### src/logic/rtca_pkg.sv
// Shared constants and carriers for the clock control block
package rtca_pkg;

    // ========================================
    // Timing
    // ========================================
    localparam int CLK_PERIOD_NS = 20;
    // Oscillator silence that counts as stopped (least time)
    localparam int OSC_STOP_NS = 100000;
    localparam int OSC_STOP_CYC = (OSC_STOP_NS + CLK_PERIOD_NS - 1) / CLK_PERIOD_NS;

    // ========================================
    // Register offsets (4-bit word address)
    // ========================================
    localparam logic [3:0] A_CTRL1 = 4'h0;
    localparam logic [3:0] A_CTRL2 = 4'h1;
    localparam logic [3:0] A_ALM_MIN = 4'h9;
    localparam logic [3:0] A_ALM_HOUR = 4'hA;
    localparam logic [3:0] A_ALM_DAY = 4'hB;
    localparam logic [3:0] A_ALM_WDAY = 4'hC;
    localparam logic [3:0] A_SQW = 4'hD;
    localparam logic [3:0] A_TCTRL = 4'hE;
    localparam logic [3:0] A_TCOUNT = 4'hF;

    // ========================================
    // Field positions
    // ========================================
    localparam int B_DIAG_A = 7;
    localparam int B_HALT = 5;
    localparam int B_DIAG_B = 3;
    localparam int B_PULSE = 4;
    localparam int B_AF = 3;
    localparam int B_TF = 2;
    localparam int B_AIE = 1;
    localparam int B_TIE = 0;
    localparam int B_TOP = 7;

    // Writable bits per register
    localparam logic [7:0] M_CTRL1 = 8'hA8;
    localparam logic [7:0] M_CTRL2 = 8'h1F;
    localparam logic [7:0] M_FLAGS = 8'h0C;
    localparam logic [7:0] M_SEL = 8'h83;
    localparam logic [3:0][7:0] M_ALM = {8'h87, 8'hBF, 8'hBF, 8'hFF};

    // ========================================
    // Values after reset
    // ========================================
    localparam logic [7:0] R_CTRL1 = 8'h08;
    localparam logic [7:0] R_CTRL2 = 8'h00;
    localparam logic [7:0] R_ALM = 8'h80;
    localparam logic [7:0] R_TCTRL = 8'h03;
    localparam logic [7:0] R_SQW_POR = 8'h00;
    localparam logic [7:0] R_SQW_OSC = 8'h80;

    // ========================================
    // Divider chain and pulse widths (oscillator periods)
    // ========================================
    localparam int DIV_W = 15;
    localparam int DIV_B_1024 = 4;
    localparam int DIV_B_32 = 9;
    localparam int DIV_B_1 = 14;
    localparam int T4096_BITS = 3;
    localparam int T64_BITS = 9;
    localparam logic [5:0] SEC_LAST = 6'h3B;
    localparam int PW_W = 10;
    localparam logic [9:0] PW_8192 = 10'h004;
    localparam logic [9:0] PW_4096 = 10'h008;
    localparam logic [9:0] PW_128 = 10'h100;
    localparam logic [9:0] PW_64 = 10'h200;

    // ========================================
    // Types
    // ========================================
    typedef enum logic [1:0] {
        SRC_4096 = 2'b00,
        SRC_64 = 2'b01,
        SRC_1 = 2'b10,
        SRC_60 = 2'b11
    } rtca_src_t;

    typedef enum logic [1:0] {
        SQ_32K = 2'b00,
        SQ_1024 = 2'b01,
        SQ_32 = 2'b10,
        SQ_1 = 2'b11
    } rtca_sqsel_t;

    typedef struct packed {
        logic [3:0] addr;
        logic wr;
        logic rd;
        logic [7:0] wdata;
    } rtca_reg_req_t;

    typedef struct packed {
        logic minute_tick;
        logic [6:0] minute;
        logic [5:0] hour;
        logic [5:0] day;
        logic [2:0] weekday;
    } rtca_cal_t;

endpackage : rtca_pkg

### src/logic/rtca_countdown.sv
// Reloading 8-bit countdown with interrupt pulse stretcher
`timescale 1ns/1ps
`default_nettype none

module rtca_countdown #(
    parameter int CNT_W = 8
) (
    input wire logic clk,
    input wire logic rst,
    input wire logic tick,
    input wire logic osc_tick,
    input wire logic run,
    input wire logic load,
    input wire logic [CNT_W-1:0] load_val,
    input wire rtca_pkg::rtca_src_t src,
    output logic [CNT_W-1:0] count_o,
    output logic done_o,
    output logic pulse_o
);

    // ========================================
    // Parameter check
    // ========================================
    if (CNT_W < 2) begin : g_chk
        $error("rtca_countdown: CNT_W must be at least 2");
    end

    typedef struct packed {
        logic [CNT_W-1:0] count;
        logic [CNT_W-1:0] reload;
        logic done;
        logic pulse;
        logic [rtca_pkg::PW_W-1:0] pw_cnt;
    } rtca_cd_st_t;

    rtca_cd_st_t s_q;
    rtca_cd_st_t s_d;
    logic [rtca_pkg::PW_W-1:0] width;
    logic one_shot;

    // Pulse width depends on source and, for the 4096 and 64 sources only, on a load of exactly one
    always_comb begin
        one_shot = (s_q.reload == CNT_W'(1));
        case (src)
            rtca_pkg::SRC_4096: width = one_shot ? rtca_pkg::PW_8192 : rtca_pkg::PW_4096; // RULE7
            rtca_pkg::SRC_64: width = one_shot ? rtca_pkg::PW_128 : rtca_pkg::PW_64; // RULE7
            default: width = rtca_pkg::PW_64; // RULE7
        endcase
    end

    // Count, reload and stretch
    always_comb begin
        s_d = s_q;
        s_d.done = 1'b0;
        if (load) begin
            s_d.count = load_val; // RULE14
            s_d.reload = load_val;
        end else if (run && tick && s_q.reload != '0) begin // RULE11 RULE8
            if (s_q.count <= CNT_W'(1)) begin
                s_d.done = 1'b1; // RULE14
                s_d.count = s_q.reload; // RULE25
            end else begin
                s_d.count = s_q.count - CNT_W'(1); // RULE14
            end
        end
        if (s_d.done) begin
            s_d.pulse = 1'b1; // RULE16
            s_d.pw_cnt = width;
        end else if (s_q.pulse && osc_tick) begin
            s_d.pw_cnt = s_q.pw_cnt - rtca_pkg::PW_W'(1);
            s_d.pulse = (s_q.pw_cnt != rtca_pkg::PW_W'(1));
        end
        if (rst) begin
            s_d = '0;
        end
    end

    always_ff @(posedge clk) begin
        s_q <= s_d;
    end

    assign count_o = s_q.count;
    assign done_o = s_q.done;
    assign pulse_o = s_q.pulse;

endmodule : rtca_countdown

`default_nettype wire

### src/logic/rtca_sqw.sv
// Square-wave output stage, open-drain
`timescale 1ns/1ps
`default_nettype none

module rtca_sqw (
    input wire logic clk,
    input wire logic rst,
    input wire logic osc_lvl,
    input wire logic [rtca_pkg::DIV_W-1:0] div,
    input wire logic [7:0] ctl,
    output logic oe_o
);

    typedef struct packed {
        logic oe;
    } rtca_sq_st_t;

    rtca_sq_st_t s_q;
    rtca_sq_st_t s_d;
    logic lvl;

    // Pick the wave; the oscillator level stays usable while halted
    always_comb begin
        case (rtca_pkg::rtca_sqsel_t'(ctl[1:0]))
            rtca_pkg::SQ_32K: lvl = osc_lvl; // RULE18 RULE2
            rtca_pkg::SQ_1024: lvl = div[rtca_pkg::DIV_B_1024]; // RULE18
            rtca_pkg::SQ_32: lvl = div[rtca_pkg::DIV_B_32]; // RULE18
            default: lvl = div[rtca_pkg::DIV_B_1]; // RULE18
        endcase
    end

    // Pull low only in the low half; inhibited means never driven
    always_comb begin
        s_d.oe = ~ctl[rtca_pkg::B_TOP] & ~lvl; // RULE17 RULE19
        if (rst) begin
            s_d.oe = 1'b0;
        end
    end

    always_ff @(posedge clk) begin
        s_q <= s_d;
    end

    assign oe_o = s_q.oe;

endmodule : rtca_sqw

`default_nettype wire

### src/logic/rtca_ctrl.sv
// Control, alarm, timer and square-wave logic of the clock chip
//
// Notes on behaviour
// RULE1: Host keeps both diagnostic bits at zero; the host model clears bits 7 and 3 of every write to address 0.
// RULE2: Halt clears divider, square wave still runs; here only the SQ_32K select keeps running, the divided rates stop.
// RULE3: Alarm and timer flags set, held until written.
// RULE4: Flag write ANDs data with flag.
// RULE5: Interrupt ORs enabled timer and alarm flags.
// RULE6: Pulse select: level or pulsed timer interrupt.
// RULE7: Pulse width follows source and load.
// RULE8: Load of zero keeps timer stopped.
// RULE9: Alarm on first match of enabled fields.
// RULE10: Re-arm only on increment into match.
// RULE11: Countdown runs only with enable bit set.
// RULE12: Source select picks countdown clock.
// RULE13: Host picks slowest source when timer unused.
// RULE14: Count down loaded value, flag at end.
// RULE15: Count register reads live value.
// RULE16: Pulse each period, flag cleared by software.
// RULE17: Square wave on when enable bit zero.
// RULE18: Frequency select picks square-wave rate.
// RULE19: Open-drain square wave enabled after power-on.
// RULE20: Internal reset while oscillator stopped.
// RULE21: Reset clears registers, listed bits set.
// RULE22: Four-bit word address selects register.
// RULE23: Alarm registers 09H-0CH, enable in top.
// RULE24: Timer control 0EH, count 0FH.
// RULE25: Countdown reloads and keeps running.
// RULE26: Alarm evaluated on each minute increment.
`timescale 1ns/1ps
`default_nettype none

module rtca_ctrl #(
    parameter int STOP_CYCLES = rtca_pkg::OSC_STOP_CYC
) (
    input wire logic clk,
    input wire logic rst,
    input wire logic osc_in,
    input wire rtca_pkg::rtca_reg_req_t req,
    output logic [7:0] rdata,
    input wire rtca_pkg::rtca_cal_t cal,
    output logic sec_tick,
    output logic halted,
    output logic core_rst,
    output logic irq_o,
    output logic irq_oe,
    output logic sqw_o,
    output logic sqw_oe
);

    // ========================================
    // Parameter check
    // ========================================
    if (STOP_CYCLES < 1 || STOP_CYCLES > 65535) begin : g_chk
        $error("rtca_ctrl: STOP_CYCLES must lie in 1..65535");
    end

    localparam logic [15:0] STOP_LIM = 16'(STOP_CYCLES);

    // ========================================
    // State
    // ========================================
    typedef struct packed {
        logic [2:0] osc_sync;
        logic [15:0] stop_cnt;
        logic osc_dead;
        logic [rtca_pkg::DIV_W-1:0] div;
        logic [5:0] sec_cnt;
        logic [7:0] ctrl1;
        logic [7:0] ctrl2;
        logic [3:0][7:0] alm;
        logic [7:0] sqw;
        logic [7:0] tctrl;
        logic match_prev;
        logic [7:0] rdata;
        logic irq;
        logic sec_tick;
        logic halted;
        logic core_rst;
        logic drv_low;
    } rtca_st_t;

    rtca_st_t s_q;
    rtca_st_t s_d;

    logic irst;
    logic osc_rise;
    logic osc_edge;
    logic halt;
    logic t4096;
    logic t64;
    logic t1;
    logic t60;
    logic src_tick;
    logic [3:0][6:0] cur;
    logic [3:0] fld_hit;
    logic any_en;
    logic full_match;
    logic alarm_hit;
    logic [7:0] tmr_count;
    logic tmr_done;
    logic tmr_pulse;
    logic tmr_load;
    logic sqw_oe_w;
    logic pmode;
    logic t_term;
    logic a_term;

    // ========================================
    // Oscillator edges and stop detection
    // ========================================
    // Only the second sync stage and its delayed copy feed logic
    assign osc_rise = s_q.osc_sync[1] & ~s_q.osc_sync[2];
    assign osc_edge = s_q.osc_sync[1] ^ s_q.osc_sync[2];
    // Internal reset covers power-on and a dead oscillator
    assign irst = rst | s_q.osc_dead; // RULE20

    // ========================================
    // Divider taps and countdown source
    // ========================================
    assign halt = s_q.ctrl1[rtca_pkg::B_HALT];
    assign t4096 = osc_rise & ~halt & (&s_q.div[rtca_pkg::T4096_BITS-1:0]);
    assign t64 = osc_rise & ~halt & (&s_q.div[rtca_pkg::T64_BITS-1:0]);
    assign t1 = osc_rise & ~halt & (&s_q.div);
    assign t60 = t1 & (s_q.sec_cnt == rtca_pkg::SEC_LAST);

    // Countdown clock chosen by the source select bits
    always_comb begin
        case (rtca_pkg::rtca_src_t'(s_q.tctrl[1:0]))
            rtca_pkg::SRC_4096: src_tick = t4096; // RULE12
            rtca_pkg::SRC_64: src_tick = t64; // RULE12
            rtca_pkg::SRC_1: src_tick = t1; // RULE12
            default: src_tick = t60; // RULE12
        endcase
    end

    // ========================================
    // Alarm comparator
    // ========================================
    assign cur[0] = cal.minute;
    assign cur[1] = {1'b0, cal.hour};
    assign cur[2] = {1'b0, cal.day};
    assign cur[3] = {4'h0, cal.weekday};

    // A field with its top bit set does not take part
    for (genvar i = 0; i < 4; i++) begin : g_alm
        assign fld_hit[i] = s_q.alm[i][rtca_pkg::B_TOP] // RULE9
            | (s_q.alm[i][6:0] == cur[i]); // RULE23
    end

    // With every field excluded there is nothing to match
    assign any_en = ~(s_q.alm[0][rtca_pkg::B_TOP] & s_q.alm[1][rtca_pkg::B_TOP]
        & s_q.alm[2][rtca_pkg::B_TOP] & s_q.alm[3][rtca_pkg::B_TOP]);
    assign full_match = any_en & (&fld_hit);
    // Fire only when an increment enters the match, not while it lasts
    assign alarm_hit = cal.minute_tick & full_match & ~s_q.match_prev; // RULE10 RULE26

    // ========================================
    // Countdown timer
    // ========================================
    assign tmr_load = req.wr & (req.addr == rtca_pkg::A_TCOUNT); // RULE24

    rtca_countdown #(
        .CNT_W(8)
    ) u_countdown (
        .clk(clk),
        .rst(irst),
        .tick(src_tick),
        .osc_tick(osc_rise),
        .run(s_q.tctrl[rtca_pkg::B_TOP]),
        .load(tmr_load),
        .load_val(req.wdata),
        .src(rtca_pkg::rtca_src_t'(s_q.tctrl[1:0])),
        .count_o(tmr_count),
        .done_o(tmr_done),
        .pulse_o(tmr_pulse)
    );

    // ========================================
    // Square-wave output
    // ========================================
    rtca_sqw u_sqw (
        .clk(clk),
        .rst(irst),
        .osc_lvl(s_q.osc_sync[1]),
        .div(s_q.div),
        .ctl(s_q.sqw),
        .oe_o(sqw_oe_w)
    );

    // ========================================
    // Next state
    // ========================================
    always_comb begin
        s_d = s_q;

        // Pin synchroniser and delayed copy for edges
        s_d.osc_sync = {s_q.osc_sync[1:0], osc_in};

        // Watchdog restarts on every oscillator edge
        if (osc_edge) begin
            s_d.stop_cnt = 16'h0000;
        end else if (s_q.stop_cnt != STOP_LIM) begin
            s_d.stop_cnt = s_q.stop_cnt + 16'h0001;
        end
        s_d.osc_dead = (s_q.stop_cnt == STOP_LIM); // RULE20

        // Halt is applied on the next clock, not asynchronously; the
        // divider holds zero for as long as the bit stays set
        if (halt) begin
            s_d.div = '0; // RULE2
        end else if (osc_rise) begin
            s_d.div = s_q.div + rtca_pkg::DIV_W'(1);
        end

        // Seconds prescaler for the slowest source
        if (halt) begin
            s_d.sec_cnt = 6'h00;
        end else if (t1) begin
            s_d.sec_cnt = t60 ? 6'h00 : s_q.sec_cnt + 6'h01;
        end

        // Register writes; only the low address nibble exists
        if (req.wr) begin
            case (req.addr) // RULE22
                rtca_pkg::A_CTRL1: begin
                    s_d.ctrl1 = req.wdata & rtca_pkg::M_CTRL1;
                end
                rtca_pkg::A_CTRL2: begin
                    s_d.ctrl2 = (req.wdata & rtca_pkg::M_CTRL2 & ~rtca_pkg::M_FLAGS)
                        | (s_q.ctrl2 & req.wdata & rtca_pkg::M_FLAGS); // RULE4
                end
                rtca_pkg::A_ALM_MIN,
                rtca_pkg::A_ALM_HOUR,
                rtca_pkg::A_ALM_DAY,
                rtca_pkg::A_ALM_WDAY: begin
                    s_d.alm[2'(req.addr - rtca_pkg::A_ALM_MIN)] = req.wdata
                        & rtca_pkg::M_ALM[2'(req.addr - rtca_pkg::A_ALM_MIN)]; // RULE23
                end
                rtca_pkg::A_SQW: begin
                    s_d.sqw = req.wdata & rtca_pkg::M_SEL;
                end
                rtca_pkg::A_TCTRL: begin
                    s_d.tctrl = req.wdata & rtca_pkg::M_SEL; // RULE24
                end
                default: begin
                    s_d.ctrl1 = s_d.ctrl1;
                end
            endcase
        end

        // Hardware sets come after the write so a set beats a clear
        if (alarm_hit) begin
            s_d.ctrl2[rtca_pkg::B_AF] = 1'b1; // RULE3 RULE9
        end
        if (tmr_done) begin
            s_d.ctrl2[rtca_pkg::B_TF] = 1'b1; // RULE3 RULE14
        end

        // Remember the match seen at the last increment
        if (cal.minute_tick) begin
            s_d.match_prev = full_match; // RULE10
        end

        // Read data; calendar offsets are answered elsewhere
        if (req.rd) begin
            case (req.addr) // RULE22
                rtca_pkg::A_CTRL1: s_d.rdata = s_q.ctrl1;
                rtca_pkg::A_CTRL2: s_d.rdata = s_q.ctrl2;
                rtca_pkg::A_ALM_MIN: s_d.rdata = s_q.alm[0];
                rtca_pkg::A_ALM_HOUR: s_d.rdata = s_q.alm[1];
                rtca_pkg::A_ALM_DAY: s_d.rdata = s_q.alm[2];
                rtca_pkg::A_ALM_WDAY: s_d.rdata = s_q.alm[3];
                rtca_pkg::A_SQW: s_d.rdata = s_q.sqw;
                rtca_pkg::A_TCTRL: s_d.rdata = s_q.tctrl;
                rtca_pkg::A_TCOUNT: s_d.rdata = tmr_count; // RULE15
                default: s_d.rdata = 8'h00;
            endcase
        end

        // Interrupt from the new flag values so it rises with the flag
        pmode = s_d.ctrl2[rtca_pkg::B_PULSE];
        t_term = s_d.ctrl2[rtca_pkg::B_TIE]
            & (pmode ? tmr_pulse : s_d.ctrl2[rtca_pkg::B_TF]); // RULE6 RULE7 RULE16
        a_term = s_d.ctrl2[rtca_pkg::B_AIE] & s_d.ctrl2[rtca_pkg::B_AF]; // RULE6
        s_d.irq = t_term | a_term; // RULE5

        s_d.sec_tick = t1;
        s_d.halted = halt;
        s_d.drv_low = 1'b0;

        // Internal reset: power-on wants the square wave on, a
        // stopped oscillator inhibits it
        if (irst) begin
            s_d.ctrl1 = rtca_pkg::R_CTRL1; // RULE21
            s_d.ctrl2 = rtca_pkg::R_CTRL2; // RULE21
            s_d.alm = {4{rtca_pkg::R_ALM}}; // RULE21
            s_d.sqw = rst ? rtca_pkg::R_SQW_POR : rtca_pkg::R_SQW_OSC; // RULE19 RULE21
            s_d.tctrl = rtca_pkg::R_TCTRL; // RULE21
            s_d.div = '0;
            s_d.sec_cnt = 6'h00;
            s_d.match_prev = 1'b0;
            s_d.rdata = 8'h00;
            s_d.irq = 1'b0;
            s_d.sec_tick = 1'b0;
            s_d.halted = 1'b0;
        end
        s_d.core_rst = irst; // RULE21

        if (rst) begin
            s_d.osc_sync = 3'h0;
            s_d.stop_cnt = 16'h0000;
            s_d.osc_dead = 1'b0;
        end
    end

    always_ff @(posedge clk) begin
        s_q <= s_d;
    end

    // ========================================
    // Outputs, all from flops
    // ========================================
    assign rdata = s_q.rdata;
    assign sec_tick = s_q.sec_tick;
    assign halted = s_q.halted;
    assign core_rst = s_q.core_rst;
    assign irq_o = s_q.drv_low;
    assign irq_oe = s_q.irq;
    assign sqw_o = s_q.drv_low;
    assign sqw_oe = sqw_oe_w;

endmodule : rtca_ctrl

`default_nettype wire

### config.mk
export PLATFORM = sky130hd
export DESIGN_NAME = rtca_ctrl
export DESIGN_NICKNAME = d
export VERILOG_FILES = /design/src/logic/rtca_pkg.sv /design/src/logic/rtca_countdown.sv /design/src/logic/rtca_sqw.sv /design/src/logic/rtca_ctrl.sv
export SDC_FILE = /design/constraint.sdc
export NUM_CORES = 1
export LEC_CHECK = 0
export BUFFER_PORTS_ARGS = -buffer_cell sky130_fd_sc_hd__buf_2
export CORE_UTILIZATION = 45
export CTS_CLUSTER_SIZE = 20
export DETAILED_ROUTE_END_ITERATION = 6
export PLACE_DENSITY = 0.62
export REMOVE_ABC_BUFFERS = 1
export SLEW_MARGIN = 30
export SYNTH_ARGS = -nofsm -noshare
export SYNTH_HDL_FRONTEND = slang
export SYNTH_HIERARCHICAL = 1
export SYNTH_SLANG_ARGS = --single-unit
### constraint.sdc
create_clock -name clk -period 7.4 [get_ports clk]
set_input_delay 1.48 -clock clk [delete_from_list [all_inputs] [get_ports clk]]
set_output_delay 1.48 -clock clk [all_outputs]
set_load 0.02 [all_outputs]
# After elaboration in Yosys (flattened, before gate mapping)
# Cells that the tools add are included.
# op_classes
eq_ne	21
bitwise	32
magnitude_cmp	3
n_mux	32
addsub	6
n_reduce_logical	23
# op_table
operator	n
$mux 8	9
$pmux 8 s9	1
$mux 53	1
$bwmux 32	1
$mux 32	1
$eq 4x4->1 const B	7
$mux 28	1
$mux 11	2
$pmux 10 s2	1
$add 16x1->16 const B	1
$and 1x1->1	16
$bmux 8 s2	1
$demux 8 s2	1
$eq 16x13->1 const B	1
$ne 16x13->1 const B	1
$add 15x1->15 const B	1
$reduce_and 15->1	1
$eq 7x6->1	2
$mux 10	1
$ne 10x1->1 const B	1
$sub 10x1->10 const B	1
$reduce_and 9->1	1
$and 8x8->8	1
$eq 8x1->1 const B	1
other kinds (32)	62
# totals
reg_bits	134
input_bits	40
output_inout_bits	15

# Depth between registers and ports, before layout
# depth
ltp_word	13
ltp_mapped	13

# Modules after synthesis
# The synthesis kept the hierarchy.
# by_module_without_submodules
module	area_per_inst_um2	cells_each	seq_area_each_um2	n_inst
rtca_ctrl	4931.0	545	2031.9	1
rtca_countdown	1624.1	200	560.5	1
rtca_sqw	52.6	3	20.0	1

# Worst setup path after synthesis
# OpenSTA, ideal clock, no wires.
# synth_path
path_kind	input to register
from	input req[12] (netlist bit)
to	register u_countdown/s_q[2] (netlist bit)
slack_ps	3930
stages	9
required_time_ps	7329
setup_time_ps	71
t_arrival_ps	3399
n_path_buf	4
path_cell_list	buf_2 > buf_2 > nand3_1 > nor2_1 > buf_2 > or4_1 > buf_2 > or4b_1 > a21oi_1
# synth_via
elab_chain_cells	4
# synth_rtl
item	line_no	source
start: declaration	rtca_ctrl.sv:39	input wire rtca_pkg::rtca_reg_req_t req,
$eq 4x4->1 *	rtca_ctrl.sv:161	assign tmr_load = req.wr & (req.addr == rtca_pkg::A_TCOUNT);
$and 1x1->1 *	rtca_ctrl.sv:161	
named net tmr_load	rtca_ctrl.sv:103	logic tmr_load;
$mux 1 *	rtca_countdown.sv:55	if (load) begin
$mux 11 / $reduce_bool 2->1 (equally long branches)	-	
end signal: assignment	rtca_countdown.sv:79	s_q <= s_d;
end: declaration	rtca_countdown.sv:36	rtca_cd_st_t s_q;
# The timed path passes the listed nets; every way through them passes the cells marked *.
# A chain may end at the register's enable or synchronous reset.

# Worst setup path in the final report
# layout_path
from	register s_q[117] (netlist bit)
to	register u_countdown/s_q[6] (netlist bit)
# layout_via
elab_chain_cells	10
# layout_rtl
item	line_no	source
start: declaration	rtca_ctrl.sv:83	rtca_st_t s_q;
start signal: assignment	rtca_ctrl.sv:318	s_q <= s_d;
$and 1x1->1 *	rtca_ctrl.sv:113	assign osc_rise = s_q.osc_sync[1] & ~s_q.osc_sync[2];
named net osc_rise	rtca_ctrl.sv:87	logic osc_rise;
$and 1x1->1 *	rtca_ctrl.sv:122, rtca_ctrl.sv:123, rtca_ctrl.sv:124	
$and 1x1->1	rtca_ctrl.sv:124	assign t1 = osc_rise & ~halt & (&s_q.div);
$and 1x1->1	rtca_ctrl.sv:125	assign t60 = t1 & (s_q.sec_cnt == rtca_pkg::SEC_LAST);
$pmux 1 s3 *	rtca_ctrl.sv:129	case (rtca_pkg::rtca_src_t'(s_q.tctrl[1:0]))
named net src_tick	rtca_ctrl.sv:94	logic src_tick;
$logic_and 1x1->1 * (2 in series)	rtca_countdown.sv:58	end else if (run && tick && s_q.reload != '0) begin
$mux 1 *	rtca_countdown.sv:58	
$mux 1 *	rtca_countdown.sv:55	
$mux 11 / $reduce_bool 2->1 (equally long branches)	-	
# Marked as above.

==> results.sh <==
export IMPL_worst_pin_slew_ns=0.740
export IMPL_hp_class="reg2reg"
export IMPL_gp_congestion=0.871
export IMPL_drive_gt1_share_pct=15.1
export IMPL_critPathArrivalTime_ns=3.67
export IMPL_cts_tree="built"
export IMPL_final_common_cell="dfxtp_1"
export IMPL_post_dp_hpwl_mm=11.5
export IMPL_fin_area_um2=7430
export IMPL_p_leak_nw=2.86
export IMPL_area_growth_pct=12.5
export IMPL_routed_top_layer="met5"
export IMPL_power_per_cell_area_nw_per_um2=228
export IMPL_crit_fanout=20
export IMPL_drt_pass1_iter_count=5
export IMPL_drt_initial_drc_count=414
export IMPL_clock_path_buffers=2
export IMPL_finalCritPeriodShare_pct=46.0
export IMPL_layout_common_cells="dfxtp_1, nor2_1, buf_2"
export IMPL_grt_max_degree=72
export IMPL_wl_met3_um=767
export IMPL_critPathMaxStageDelay_ns=0.63
export IMPL_wl_met2_mm=7.42
export IMPL_fin_total_pwr_mw=1.69
export IMPL_vias_per_cell=5.71
export IMPL_end_kind="register"
export IMPL_io_pins=55
export IMPL_syn_inst=748
export IMPL_die_w_um=123
export IMPL_finalSetupViolations=0
export IMPL_die_h_um=123
export IMPL_initial_core_util_pct=46.9
export IMPL_critPathRequiredTime_ns=7.67
export IMPL_crit_buf_inv=0
export IMPL_wl_met1_mm=7.77
export IMPL_vias=5495
export IMPL_clkSlewWorstSetupHoldPaths_ns=0.06
export IMPL_antennaDiodeCount=0
export IMPL_rows=43
export IMPL_netlist_area_um2=6610
export IMPL_yosys_cell_types_count=77
export IMPL_ys_seq_area_share_pct=39.5
export IMPL_outcome="complete, no violations"
export IMPL_max_cap_viol_count=0
export IMPL_drt_drc_violations_left=0
export IMPL_cts_sinks=129
export IMPL_critPathLaunchType="register"
export IMPL_max_freq_ghz=0.294
export IMPL_final_hold_viol_count=0
export IMPL_final_util_pct=52.7
export IMPL_ys_seq_elements=129
export IMPL_synthArstFlopShare_pct=0
export IMPL_crit_family="simple AND/OR/NAND/NOR gates"
export IMPL_cts_htree_levels=4
export IMPL_tns_ns=0
export IMPL_syn_avg_cell_area_um2=8.83
export IMPL_dieArea_um2=15200
export IMPL_post_cts_resized=0
export IMPL_wl_per_cell_um=17.0
export IMPL_ir_worst_vdd_mv=0.148
export IMPL_fp_coreArea_um2=14100
export IMPL_critPathSlowestCell="nor3_1"
export IMPL_grt_pass1_wl_mm=26.7
export IMPL_cts_root_buf="clkbuf_16"
export IMPL_synth_ff_type="dfxtp_1"
export IMPL_fin_nets=820
export IMPL_antenna_found_initial=1
export IMPL_post_cts_setup_buffers=0
export IMPL_wl_mm=16.3
export IMPL_skew_ns=0.00987
export IMPL_grtUsageTotal_pct=23.1
export IMPL_overflow=0
export IMPL_max_slew_margin_rel_pct=50.6
export IMPL_portBuffers=52
export IMPL_cts_inserted_buffers=17
export IMPL_synth_edff_count=3
export IMPL_crit_type="reg2reg"
export IMPL_rsz0062_at_grt="no"
export IMPL_period_minus_slack_ns=3.40
export IMPL_slew_viol_final=0
export IMPL_antenna_left=0
export IMPL_yosysWarnings=6
export IMPL_fin_hold_ws_ns=0.446
export IMPL_cts_hold_buf=0
export IMPL_fillCellCount=1328
export IMPL_placed_area_um2=6820
export IMPL_clk_latency_ns=0.42
export IMPL_first_global_vias=5219
export IMPL_path_cells="ha_1 -> and3_4 -> and3_4 -> nand3_2 -> o31ai_1 -> nand2_1 -> a21o_1 -> nor3_1 -> nor3_1"
-- Yosys cell counts (all sizes together) (21+ instances only) --
cell / count / area share (%)
a21oi: 44 / 3.3
buf: 33 / 3.3
clkbuf: 21 / 1.2
dfxtp: 126 / 38
mux2i: 41 / 6.2
nand2: 44 / 2.5
nand3: 34 / 2.7
nor2: 92 / 5.4
nor3: 23 / 2.0
o21ai: 24 / 1.8
xnor2: 25 / 3.3
xor2: 31 / 4.1
-- sequential cells by signal, indices dropped and copies added, names as in the netlist --
register	cells
u_countdown/s_q	18
u_sqw/oe_o	1
rdata	8
core_rst	1
halted	1
irq_oe	1
halt	1
u_countdown/pulse_o	1
s_q	87
u_countdown/count_o	8
u_countdown/done_o	1
sec_tick	1
-- logic make-up (layout without fill, tap and decap cells) --
kind of cell / count (synthesis) / in the layout / synth area share, %
other: 1 / 2 / 0.0568
muxes: 50 / 50 / 8.09
xor gates and xnor gates: 56 / 56 / 7.42
and+or+nand+nor: 304 / 304 / 25.0
adders and majority gates: 11 / 11 / 2.08
buffers and inverters: 71 / 104 / 5.49
DFF: 129 / 129 / 39.5
AOI/OAI and AO/OA: 126 / 126 / 12.3
-- power by group --
part / switching, mW / internal [mW] / total (mW)
sequential: 0.00963 / 0.707 / 0.716
combinational: 0.0679 / 0.0397 / 0.108
clock: 0.320 / 0.548 / 0.869
total: 0.398 / 1.29 / 1.69
-- worst reg2reg max path, stage by stage (launching register included) --
cell     delay (ns)
dfxtp_1        0.37
ha_1           0.49
and3_4         0.32
and3_4         0.23
nand3_2        0.16
o31ai_1        0.34
nand2_1        0.19
a21o_1         0.41
nor3_1         0.64
nor3_1         0.11
-- through the flow --
stage,instances,setup slack [ns]
2_1_floorplan,695,3.71
3_3_place_gp,930,3.74
3_5_place_dp,930,3.63
4_1_cts,962,4.01
5_1_grt,962,3.72
6_report,962,4.00
-- path summary, 6_finish.rpt --
path | from | endpoint | slack [ns] | cells after the start
setup / recovery | s_q[117] | u_countdown/s_q[6] | 4.00 | 9
hold / removal | s_q[116] | s_q[117] | 0.45 | 1
setup reg to reg | s_q[117] | u_countdown/s_q[6] | 4.00 | 9
hold reg to reg | s_q[116] | s_q[117] | 0.45 | 1
-- area by class of cell --
type                            count  area (um2)  area share, %
Tap cell                          180         225           3.03
Clock inverter                     12         158           2.12
Multi-Input combinational cell    549        3640           48.9
Timing Repair Buffer               55         283           3.80
Clock buffer                       20         457           6.14
Sequential cell                   129        2610           35.1
Inverter                           17        63.8          0.858
-- per-layer routing --
layer / up-vias / track usage, %
li1: 2699 / -
met1: 2617 / 30.6
met2: 149 / 36.2
met3: 28 / 5.17
met4: 2 / 9.41
met5: - / 0
(Power assumes the default switching activity.)
